[config.mk]
export PLATFORM = sky130hd
export DESIGN_NAME = rcw_top
export DESIGN_NICKNAME = d
export VERILOG_FILES = /design/src/rcw_pkg.sv /design/src/rcw_top.sv
export SDC_FILE = /design/constraint.sdc
export NUM_CORES = 1
export LEC_CHECK = 0
export ABC_AREA = 0
export BUFFER_PORTS_ARGS = -buffer_cell sky130_fd_sc_hd__buf_2
export CORE_AREA = 2 2 90 92
export DETAILED_ROUTE_END_ITERATION = 6
export DIE_AREA = 0 0 92 94
export PLACE_DENSITY = 0.76
export SLEW_MARGIN = 20
export SYNTH_ARGS = -nofsm -noshare
export SYNTH_HDL_FRONTEND = slang
export SYNTH_SLANG_ARGS = --single-unit
[constraint.sdc]
create_clock -name sys_clk_in -period 2.66 [get_ports sys_clk_in]
set_input_delay 0.399 -clock sys_clk_in [delete_from_list [all_inputs] [get_ports sys_clk_in]]
set_output_delay 0.399 -clock sys_clk_in [all_outputs]
set_load 0.1 [all_outputs]
[src/rcw_pkg.sv]
// Package for the reset cause and timeout guard block.
// Assumes a 10 MHz system clock and an Avalon-MM register slave.
package rcw_pkg;
  // Clock rate
  localparam int unsigned CLK_HZ = 10000000;
  // Register byte addresses (one 32-bit word each)
  localparam logic [3:0] ADDR_CTRL = 4'h0; // reset_source_control_register
  localparam logic [3:0] ADDR_CAUSE = 4'h4; // reset_cause_register
  localparam logic [3:0] ADDR_GUARD = 4'h8; // timeout_guard_register
  // Control register fields
  localparam int unsigned CTRL_UNLOCK = 7;
  localparam int unsigned CTRL_PCONF = 6;
  localparam int unsigned CTRL_BADACC = 5;
  localparam int unsigned CTRL_GUARD = 4;
  // Cause register fields
  localparam int unsigned CAUSE_SLEEP_REQ = 7;
  localparam int unsigned CAUSE_ASLEEP = 6;
  localparam int unsigned CAUSE_BADACC = 5;
  localparam int unsigned CAUSE_GUARD = 4;
  localparam int unsigned CAUSE_PORT = 3;
  // Guard key values
  localparam logic [3:0] KEY_FIRST = 4'hA;
  localparam logic [3:0] KEY_SECOND = 4'h3;
  // Guard counter limit that fires reset
  localparam logic [3:0] GUARD_LIMIT = 4'h8;
  // Timing: guard timeout in ms, power-up hold in ms
  localparam int unsigned GUARD_TIMEOUT_MS = 2000;
  localparam int unsigned POWER_UP_HOLD_MIN_MS = 5;
  localparam int unsigned POWER_UP_HOLD_MAX_MS = 20;
  // Hold chosen at the minimum, in whole cycles with no rounding
  localparam int unsigned POWER_UP_HOLD_CYC =
    (POWER_UP_HOLD_MIN_MS * (CLK_HZ / 1000));
  // Tick period: eight ticks span the timeout, rounded up
  localparam int unsigned GUARD_TICK_CYC =
    (GUARD_TIMEOUT_MS * (CLK_HZ / 1000) + 7) / 8;
endpackage

[src/rcw_top.sv]
// Reset cause recording, reset source enables and timeout guard.
// Assumes synchronous power-on and pin inputs, Avalon-MM register access.
//
// Design decisions made here: the placing of the registers and the Avalon-MM slave port.
`timescale 1ns/1ps
module rcw_top #(
  parameter int unsigned HOLD_CYC = rcw_pkg::POWER_UP_HOLD_CYC,
  parameter int unsigned TICK_CYC = rcw_pkg::GUARD_TICK_CYC
) (
  input wire logic sys_clk_in,
  input wire logic sys_rst_in,
  input wire logic power_on_in,
  input wire logic ext_reset_n_in,
  input wire logic port_comb_in,
  input wire logic bad_access_in,
  input wire logic [3:0] avs_address_in,
  input wire logic avs_read_in,
  input wire logic avs_write_in,
  input wire logic [31:0] avs_writedata_in,
  output logic [31:0] avs_readdata_out,
  output logic avs_waitrequest_out,
  output logic global_reset_out,
  output logic port_setup_reset_out,
  output logic cold_reset_out,
  output logic sleep_out
);

  ////////////////////////////////////////////////////////////////////////////
  // State

  // All registers of the block in one record
  typedef struct packed {
    logic [31:0] hold_cnt;   // Power-up hold countdown
    logic [31:0] tick_cnt;   // Slow tick divider
    logic [3:0] guard_cnt;   // Guard counter
    logic key_armed;         // First key seen on last guard write
    logic unlock;            // Sleep entry unlock
    logic pconf_en;          // Port setup reset enable
    logic badacc_en;         // Bad access reset enable
    logic guard_en;          // Guard reset enable
    logic asleep;            // Sleep state
    logic c_asleep;          // Was asleep marker
    logic c_badacc;          // Cause: bad access
    logic c_guard;           // Cause: guard timeout
    logic c_port;            // Cause: port combination
    logic glob;              // Registered global reset
    logic ack;               // Bus answer phase
    logic [31:0] rdata;      // Read data
  } rcw_state_t;

  rcw_state_t cur_ff;
  rcw_state_t nxt_cur;

  // Cold reset covers power-on, the pin low and the hold period
  logic cold;
  logic hold_busy;
  logic guard_fire;
  logic bad_fire;
  logic port_fire;
  logic bus_req;
  logic wr_take;
  logic rd_take;

  assign hold_busy = (cur_ff.hold_cnt != 32'h0);
  assign cold = sys_rst_in | power_on_in | ~ext_reset_n_in | hold_busy;
  assign guard_fire = cur_ff.guard_en &
    (cur_ff.guard_cnt >= rcw_pkg::GUARD_LIMIT);
  assign bad_fire = bad_access_in & cur_ff.badacc_en;
  assign port_fire = port_comb_in;
  // One wait cycle per access, then answer
  assign bus_req = avs_read_in | avs_write_in;
  // A write lands only at the edge where waitrequest is seen low, so a
  // master that waits for the answer never commits a value twice.
  assign wr_take = avs_write_in & cur_ff.ack;
  assign rd_take = avs_read_in & ~cur_ff.ack;

  ////////////////////////////////////////////////////////////////////////////
  // Next state

  // The hold counter is reloaded every cycle while power-on is high or the pin is low.
  // Cause flags sit in the cold domain so warm resets keep them.
  always_comb begin
    nxt_cur = cur_ff;
    nxt_cur.ack = bus_req & ~cur_ff.ack;
    // Tick divider runs free of any enable; warm and cold resets zero it
    if (cur_ff.tick_cnt >= 32'(TICK_CYC - 1)) begin
      nxt_cur.tick_cnt = 32'h0;
    end else begin
      nxt_cur.tick_cnt = cur_ff.tick_cnt + 32'h1;
    end
    // Register reads
    if (rd_take) begin
      nxt_cur.rdata = 32'h0;
      unique case (avs_address_in)
        rcw_pkg::ADDR_CTRL: begin
          nxt_cur.rdata[rcw_pkg::CTRL_UNLOCK] = cur_ff.unlock;
          nxt_cur.rdata[rcw_pkg::CTRL_PCONF] = cur_ff.pconf_en;
          nxt_cur.rdata[rcw_pkg::CTRL_BADACC] = cur_ff.badacc_en;
          nxt_cur.rdata[rcw_pkg::CTRL_GUARD] = cur_ff.guard_en;
        end
        rcw_pkg::ADDR_CAUSE: begin
          // Sleep request bit reads zero
          nxt_cur.rdata[rcw_pkg::CAUSE_ASLEEP] = cur_ff.c_asleep;
          nxt_cur.rdata[rcw_pkg::CAUSE_BADACC] = cur_ff.c_badacc;
          nxt_cur.rdata[rcw_pkg::CAUSE_GUARD] = cur_ff.c_guard;
          nxt_cur.rdata[rcw_pkg::CAUSE_PORT] = cur_ff.c_port;
        end
        rcw_pkg::ADDR_GUARD: begin
          nxt_cur.rdata[3:0] = cur_ff.guard_cnt;
        end
        default: begin
          nxt_cur.rdata = 32'h0; // Unmapped reads return zero
        end
      endcase
    end
    // Register writes
    if (wr_take) begin
      unique case (avs_address_in)
        rcw_pkg::ADDR_CTRL: begin
          nxt_cur.unlock = avs_writedata_in[rcw_pkg::CTRL_UNLOCK];
          nxt_cur.pconf_en = avs_writedata_in[rcw_pkg::CTRL_PCONF];
          nxt_cur.badacc_en = avs_writedata_in[rcw_pkg::CTRL_BADACC];
          // Only a one is taken: software cannot clear it
          nxt_cur.guard_en = cur_ff.guard_en |
            avs_writedata_in[rcw_pkg::CTRL_GUARD];
        end
        rcw_pkg::ADDR_CAUSE: begin
          // Writing zero clears a flag
          nxt_cur.c_asleep = cur_ff.c_asleep &
            avs_writedata_in[rcw_pkg::CAUSE_ASLEEP];
          nxt_cur.c_badacc = cur_ff.c_badacc &
            avs_writedata_in[rcw_pkg::CAUSE_BADACC];
          nxt_cur.c_guard = cur_ff.c_guard &
            avs_writedata_in[rcw_pkg::CAUSE_GUARD];
          nxt_cur.c_port = cur_ff.c_port &
            avs_writedata_in[rcw_pkg::CAUSE_PORT];
          // Sleep request honoured only when unlocked
          if (avs_writedata_in[rcw_pkg::CAUSE_SLEEP_REQ] &
              cur_ff.unlock) begin
            nxt_cur.asleep = 1'b1;
          end
        end
        rcw_pkg::ADDR_GUARD: begin
          // Key pair must be back to back on this register
          if (cur_ff.key_armed &&
              avs_writedata_in[3:0] == rcw_pkg::KEY_SECOND) begin
            nxt_cur.guard_cnt = 4'h0;
            nxt_cur.key_armed = 1'b0;
          end else begin
            // Any value but the first key disarms the pending clear
            nxt_cur.key_armed =
              (avs_writedata_in[3:0] == rcw_pkg::KEY_FIRST);
          end
        end
        default: begin
          nxt_cur.key_armed = cur_ff.key_armed; // Unmapped writes ignored
        end
      endcase
    end
    // Guard counting on the slow tick, saturating at the limit
    if (cur_ff.tick_cnt == 32'h0 && cur_ff.guard_cnt < rcw_pkg::GUARD_LIMIT
        && !(wr_take && avs_address_in == rcw_pkg::ADDR_GUARD)) begin
      nxt_cur.guard_cnt = cur_ff.guard_cnt + 4'h1;
    end
    // Events set causes; set wins over a software clear
    if (bad_fire) begin
      nxt_cur.c_badacc = 1'b1;
    end
    if (guard_fire) begin
      nxt_cur.c_guard = 1'b1;
    end
    if (port_fire) begin
      nxt_cur.c_port = 1'b1;
      // A port reset ends sleep and marks it
      if (cur_ff.asleep) begin
        nxt_cur.c_asleep = 1'b1;
      end
    end
    // Global reset: cold, the port source, or an enabled bad access or guard source
    nxt_cur.glob = bad_fire | guard_fire | port_fire;
    if (cur_ff.glob) begin
      // Warm reset zeroes guard and leaves sleep; causes kept
      nxt_cur.guard_cnt = 4'h0;
      nxt_cur.key_armed = 1'b0;
      nxt_cur.asleep = 1'b0;
      nxt_cur.tick_cnt = 32'h0;
    end
    // Hold countdown after power-up
    if (hold_busy) begin
      nxt_cur.hold_cnt = cur_ff.hold_cnt - 32'h1;
    end
    // Cold reset clears everything incl. causes
    if (power_on_in | ~ext_reset_n_in) begin
      nxt_cur = '0;
      nxt_cur.hold_cnt = 32'(HOLD_CYC);
    end
  end

  ////////////////////////////////////////////////////////////////////////////
  // Registers

  // Synchronous reset also starts the power-up hold
  always_ff @(posedge sys_clk_in) begin
    if (sys_rst_in) begin
      cur_ff <= '0;
      cur_ff.hold_cnt <= 32'(HOLD_CYC);
    end else begin
      cur_ff <= nxt_cur;
    end
  end

  ////////////////////////////////////////////////////////////////////////////
  // Outputs

  assign avs_waitrequest_out = bus_req & ~cur_ff.ack;
  assign avs_readdata_out = cur_ff.rdata;
  assign cold_reset_out = cold;
  assign global_reset_out = cold | cur_ff.glob;
  assign port_setup_reset_out = cold |
    (cur_ff.glob & cur_ff.pconf_en);
  assign sleep_out = cur_ff.asleep | cold;
endmodule

==> run metrics, run 1 <==
outcome finished, final reports clean; chip width 92 µm; clock slew at reported path FFs 0.08 ns; Post-DP HPWL 5830 µm; Top FF cell, synth dfxtp_1; vias in the first global route 3169; share of layout cells above drive strength 1 0.160; largest net degree at the start of global routing 33; Critical Path RT 2.26 ns; GRT Util Overall 0.194; asr flop ratio synth 0; top post-synthesis cells by count dfxtp_1 (88), nor2_1 (66), nand2_1 (33); fmax 393 MHz; synthesized flop and latch total 88; setup TNS 0 ns; I/O Buffers 32; Syn. warnings 0; vias per cell 5.45; IO Count 81; register area share after synthesis 0.428; critical path type register to primary output; FP Rows 32; RePlAce Congestion 0.805; Slew Viols, Final 0; Final Setup Violations 0; CTS tree built; H-tree depth 3; CTS Sinks 88; minimum clock period 2.54 ns; number of buffers created by CTS 9; Hold Crit Class input port to register; share of the synthesized area in the top cell type 0.428; Die Height 94 µm; largest area contributor in the netlist dfxtp_1; setup slack after layout 0.116 ns; Clock Skews 0.00883 ns; initial core utilization 0.542; clock buffer depth 2; Post-synth EDFFs 0; Worst Tran Pin Value 0.686 ns; design area 0.00461 mm²; synthesized area 0.00412 mm²; top cells by area, synth dfxtp_1 (43%), nor2_1 (6.0%), buf_4 (5.8%), xor2_1 (4.5%), a21oi_1 (3.6%); Power per Cell Area 538 mW/mm²; Synth cell types 51; Syn-to-layout area delta 11.8%; final hold viol count 0; IR drop worst, VDD 0.000234 V; Period Utilization, post-route 0.956; count leader, synth dfxtp_1; Detail Route Antenna Nets 0; Diodes inserted 0; CP arrival 2.15 ns; RSZ-0062 raised after global routing no; Setup Slack @ Placement 0.221 ns; Total Routed Length 8110 µm; total grt overflow 0; DRC Markers 0; worst-path fanout max 3; first-pass GRT wire length 13800 µm; area post-placement 0.00434 mm²; DR vias 3420; post-synthesis cell count 478; max_cap viols 0; critical path startpoint category register; wire per inst 12.9 µm; crit path capture type primary output; hold buffers post-CTS 0; Synth Area per Inst 8.62 µm²; CTS root buf clkbuf_8; CORE AREA 0.00761 mm²; initial antenna violation count 0; Worst slew margin 0.539; Clock Latency Late Sink 0.34 ns; Leak 1.64 nW; Initial DRC Count 90; die area 0.00865 mm²; Initial DRT Pass Iterations 4; Final #Nets 571
==> through the flow <==
stage | total power (W) | std cells | util | hold slack (ns)
floorplan | 0.00160 | 511 | - | 0.440
global placement | 0.00161 | 611 | 0.571 | 0.451
detailed placement | 0.00161 | 611 | 0.571 | 0.459
CTS | 0.00249 | 626 | 0.600 | 0.299
global route | 0.00257 | 627 | 0.606 | 0.310
finish | 0.00248 | 627 | 0.606 | 0.311
==> report_power, final <==
part / leakage (nW) / switching, W / internal [W] / total (W)
logic: 0.829 / 0.000210 / 0.0000343 / 0.000244
clock network: 0.102 / 0.000441 / 0.000454 / 0.000896
registers: 0.713 / 0.00000787 / 0.00133 / 0.00134
total: 1.64 / 0.000659 / 0.00182 / 0.00248
==> per-layer routing <==
| metal | global-route usage | up-vias | part of all wire | wire length, µm |
|---|---|---|---|---|
| met2 | 0.346 | 62 | 0.49 | 3970 |
| met3 | 0.0369 | 6 | 0.037 | 303 |
| met1 | 0.237 | 1633 | 0.46 | 3760 |
| li1 | - | 1719 | - | - |
| met4 | 0.0622 | 0 | 0.0094 | 76 |
| met5 | 0 | - | 0 | 0 |
==> area by class of cell <==
| cell class | instances | area, µm² |
|---|---|---|
| fillers | 649 | 3000 |
| clock inverters | 5 | 57.6 |
| multi-input cells | 366 | 2220 |
| inverters | 12 | 45.0 |
| well taps | 102 | 128 |
| clock buffers | 10 | 138 |
| flip-flops and latches | 88 | 1760 |
| repair buffers | 44 | 258 |
==> logic make-up (layout without fill, tap and decap cells) <==
| group | Yosys count | count (layout) | share of synthesized area |
|---|---|---|---|
| and+or+nand+nor | 210 | 210 | 0.268 |
| DFF | 88 | 88 | 0.428 |
| AOI/OAI and AO/OA | 78 | 78 | 0.119 |
| buffers and inverters | 57 | 71 | 0.0835 |
| xor gates and xnor gates | 32 | 32 | 0.0680 |
| adders and majority gates | 6 | 6 | 0.0182 |
| muxes | 6 | 6 | 0.0146 |
| other | 1 | 34 | 0.000910 |
==> repair_timing <==
item / in CTS / in global routing
buffers inserted: 0 / 1
endpoints found under the setup margin: 3 / 3
gates resized for setup: 5 / 7
pin swaps: 1 / 5
==> final timing paths <==
path                      startpoint                 endpoint  slack [ns]  cells past startpoint
max          cur_ff[94]$_SDFFE_PP1P_                sleep_out        0.12                      6
min              avs_writedata_in[5]  cur_ff[40]$_SDFFE_PP0P_        0.31                      3
max reg2reg    cur_ff[63]$_SDFF_PP0_  cur_ff[46]$_SDFFE_PP0P_        0.30                      5
min reg2reg    cur_ff[32]$_SDFF_PP0_    cur_ff[32]$_SDFF_PP0_        0.47                      1
==> sequential cells by signal, summed over array words and instances, names as in the netlist <==
name,count
cur_ff,80
avs_readdata_out,8
==> critical path, cell delays in order (launching register included) <==
cell and delay (ns):
dfxtp_1 0.36, nor4_4 0.32, nand4_1 0.22, nor4_4 0.36, nand2_4 0.08, or2_4 0.23, buf_4 0.23
==> layout by cell type, fill, tap and decap left out, types with 3 or more instances in the layout <==
master    synthesis  layout
dfxtp_1          88      87
nor2_1           66      66
conb_1            1      34
nand2_1          33      31
a21oi_1          30      30
buf_2             2      29
xor2_1           21      21
nor3_1           14      14
nand3_1          14      14
buf_4            32      14
nand4_1          13      13
o21ai_0          13      13
nor4_1           15      12
or3_1            12      12
inv_1            12      12
xnor2_1          11      11
clkbuf_8          0      10
or4_1             8       8
o31ai_1           7       7
mux2i_1           6       6
ha_1              6       6
o211ai_1          5       5
a31oi_1           5       5
nand2b_1          5       5
nor4_4            0       4
and3_1            3       3
nand3b_1          3       3
a22oi_1           3       3
or4_4             3       3
Note: power is estimated with default switching activity, not from simulation.
==> run 2: changes to the inputs <==
--- a/config.mk
+++ b/config.mk
@@ -7,10 +7,13 @@
 export LEC_CHECK = 0
 export ABC_AREA = 0
 export BUFFER_PORTS_ARGS = -buffer_cell sky130_fd_sc_hd__buf_2
-export CORE_AREA = 2 2 90 92
+export CELL_PAD_IN_SITES_DETAIL_PLACEMENT = 0
+export CELL_PAD_IN_SITES_GLOBAL_PLACEMENT = 1
+export CORE_AREA = 2 2 103 105
+export CTS_BUF_LIST = sky130_fd_sc_hd__clkbuf_8
 export DETAILED_ROUTE_END_ITERATION = 6
-export DIE_AREA = 0 0 92 94
-export PLACE_DENSITY = 0.76
+export DIE_AREA = 0 0 105 107
+export PLACE_DENSITY = 0.77
 export SLEW_MARGIN = 20
 export SYNTH_ARGS = -nofsm -noshare
 export SYNTH_HDL_FRONTEND = slang
==> run metrics, run 2 (synthesis results as in run 1) <==
chip width 105 µm (was 92 µm); H-tree depth 3 (unchanged); Initial DRC Count 86 (was 90); Initial DRT Pass Iterations 4 (unchanged); critical path's slowest cell nor4_4 (was dfxtp_1); initial core utilization 0.408 (was 0.542); worst path cell trace nor4_2 > nand4_1 > nor4_4 > nand2_4 > or2_4 > buf_8 (was nor4_4 > nand4_1 > nor4_4 > nand2_4 > or2_4 > buf_4); CTS tree built (unchanged); clock slew at reported path FFs 0.10 ns (was 0.08 ns); Critical path origin cur_ff[88]$_SDFFE_PP1P_ (was cur_ff[94]$_SDFFE_PP1P_); max reg flops 80 (unchanged); CP arrival 2.20 ns (was 2.15 ns); Critical Path RT 2.26 ns (about the same); most common cell after layout, fill and taps aside dfxtp_1 (unchanged); outcome finished, final reports clean (unchanged); Post-DP HPWL 6040 µm (was 5830 µm); Syn-to-layout area delta 14.2% (was 11.8%); Psw 0.000689 W (was 0.000659 W); switch share 0.274 (was 0.266); Diodes inserted 0 (unchanged); vias per cell 5.04 (was 5.45); share of layout cells above drive strength 1 0.168 (was 0.160); CTS Sinks 88 (unchanged); worst reg2reg setup slack 0.38 ns (was 0.30 ns); vias in the first global route 3125 (was 3169); clock buffer depth 2 (unchanged); largest net degree at the start of global routing 34 (was 33); Total Routed Length 8120 µm (was 8110 µm); Final #Nets 576 (was 571); final hold viol count 0 (unchanged); fmax 385 MHz (was 393 MHz); Worst slew margin 0.558 (was 0.539); first-pass GRT wire length 13800 µm (about the same); Final Setup Violations 0 (unchanged); hold buffers post-CTS 0 (unchanged); Min Hold Slack 0.295 ns (was 0.311 ns); Leak 1.68 nW (was 1.64 nW); RSZ-0062 raised after global routing yes (was no); total grt overflow 0 (unchanged); most frequent cells in the layout dfxtp_1 (86), nor2_1 (66), conb_1 (34) (was dfxtp_1 (87), nor2_1 (66), conb_1 (34)); critical path startpoint category register (unchanged); largest reg by FF count cur_ff (unchanged); Worst Tran Pin Value 0.657 ns (was 0.686 ns); DR vias 3365 (was 3420); Clock Latency Late Sink 0.35 ns (was 0.34 ns); number of buffers created by CTS 9 (unchanged); Internal Power 0.00183 W (was 0.00182 W); minimum clock period 2.60 ns (was 2.54 ns); GRT Util Overall 0.149 (was 0.194); Clock Skews 0.0190 ns (was 0.00883 ns); crit path capture type primary output (unchanged); wire per inst 12.2 µm (was 12.9 µm); setup slack after layout 0.0617 ns (was 0.116 ns); Detail Route Antenna Nets 0 (unchanged); largest stage delay on the critical path 0.42 ns (was 0.36 ns); worst-path fanout max 6 (was 3); FP Rows 37 (was 32); final core occ 0.466 (was 0.606); critical path type register to primary output (unchanged); DRC Markers 0 (unchanged); hold endpoint cur_ff[39]$_SDFFE_PP0P_ (was cur_ff[40]$_SDFFE_PP0P_); FF-to-FF End cur_ff[111]$_SDFFE_PP0P_ (was cur_ff[46]$_SDFFE_PP0P_); WP depth 6 (unchanged); Setup Slack @ Placement 0.284 ns (was 0.221 ns); initial antenna violation count 0 (unchanged); Period Utilization, post-route 0.977 (was 0.956); Buf/Inv on CP 1 (unchanged); IR drop worst, VDD 0.000259 V (was 0.000234 V); r2r worst-path depth 5 (unchanged); CORE AREA 0.0101 mm² (was 0.00761 mm²); Crit path max-delay family simple AND/OR/NAND/NOR gates (unchanged); RePlAce Congestion 0.751 (was 0.805); Reg power frac 0.531 (was 0.540); hold path cells 3 (unchanged); Power per Cell Area 535 mW/mm² (was 538 mW/mm²); max_cap viols 0 (unchanged); Clock Power Share 0.372 (was 0.362); IO Count 81 (unchanged); die area 0.0112 mm² (was 0.00865 mm²); Hold Crit Class input port to register (unchanged); combinational share of power 0.097 (was 0.098); Die Height 107 µm (was 94 µm); Slew Viols, Final 0 (unchanged); worst r2r src cur_ff[82]$_SDFFE_PP0P_ (was cur_ff[63]$_SDFF_PP0_); I/O Buffers 32 (unchanged); worst hold start avs_writedata_in[4] (was avs_writedata_in[5]); CTS root buf clkbuf_8 (unchanged)
[run 2: routing by layer]
layer	vias up	GRT usage	part of all wire
met5	-	0	0
met4	0	0.0590	0.0058
met3	6	0.0255	0.028
met2	45	0.258	0.48
met1	1574	0.184	0.48
li1	1740	-	-
[run 2: layout make-up]
class,count,area (µm²)
Fill cell,1012,5390
Multi-Input combinational cell,366,2200
Sequential cell,88,1770
Timing Repair Buffer,49,319
Tap cell,136,170
Clock buffer,10,138
Clock inverter,6,66.3
Inverter,12,45.0
[run 2: worst max path at each step]
stage	slack [ns]	end
after global routing	-0.06	sleep_out
after global placement	0.28	sleep_out
after floorplan	0.09	port_setup_reset_out
after CTS	0.03	port_setup_reset_out
after detailed placement	0.28	sleep_out
final	0.06	sleep_out
[run 2: per-stage QoR]
step	TNS [ns]	total power, W	cells	area [µm²]
3_3_place_gp	0	0.00161	647	4400
2_1_floorplan	0	0.00160	511	4260
4_1_cts	0	0.00255	663	4630
5_1_grt	-0.100	0.00262	667	4700
3_5_place_dp	0	0.00161	647	4400
6_report	0	0.00252	667	4700
[run 2: power groups by stage]
stage          Clock [W]  Combinational, W  Sequential [W]
2_1_floorplan          0          0.000238         0.00137
3_3_place_gp           0          0.000242         0.00137
3_5_place_dp           0          0.000243         0.00137
4_1_cts         0.000964          0.000244         0.00134
5_1_grt          0.00102          0.000257         0.00134
6_report        0.000936          0.000243         0.00134
[run 2: worst reg2reg max path: stages, from the launching register on]
cell	delay [ns]
dfxtp_1	0.36
or4_1	0.65
nor2_2	0.25
nand4_1	0.31
or4_1	0.49
a21oi_1	0.15
[run 2: timing repair]
| item | CTS | global route |
|---|---|---|
| resized for setup | 6 | 11 |
| cloned | 0 | 0 |
| buffers inserted | 0 | 4 |
| endpoints found under the setup margin | 3 | 4 |
| pin swaps | 1 | 3 |
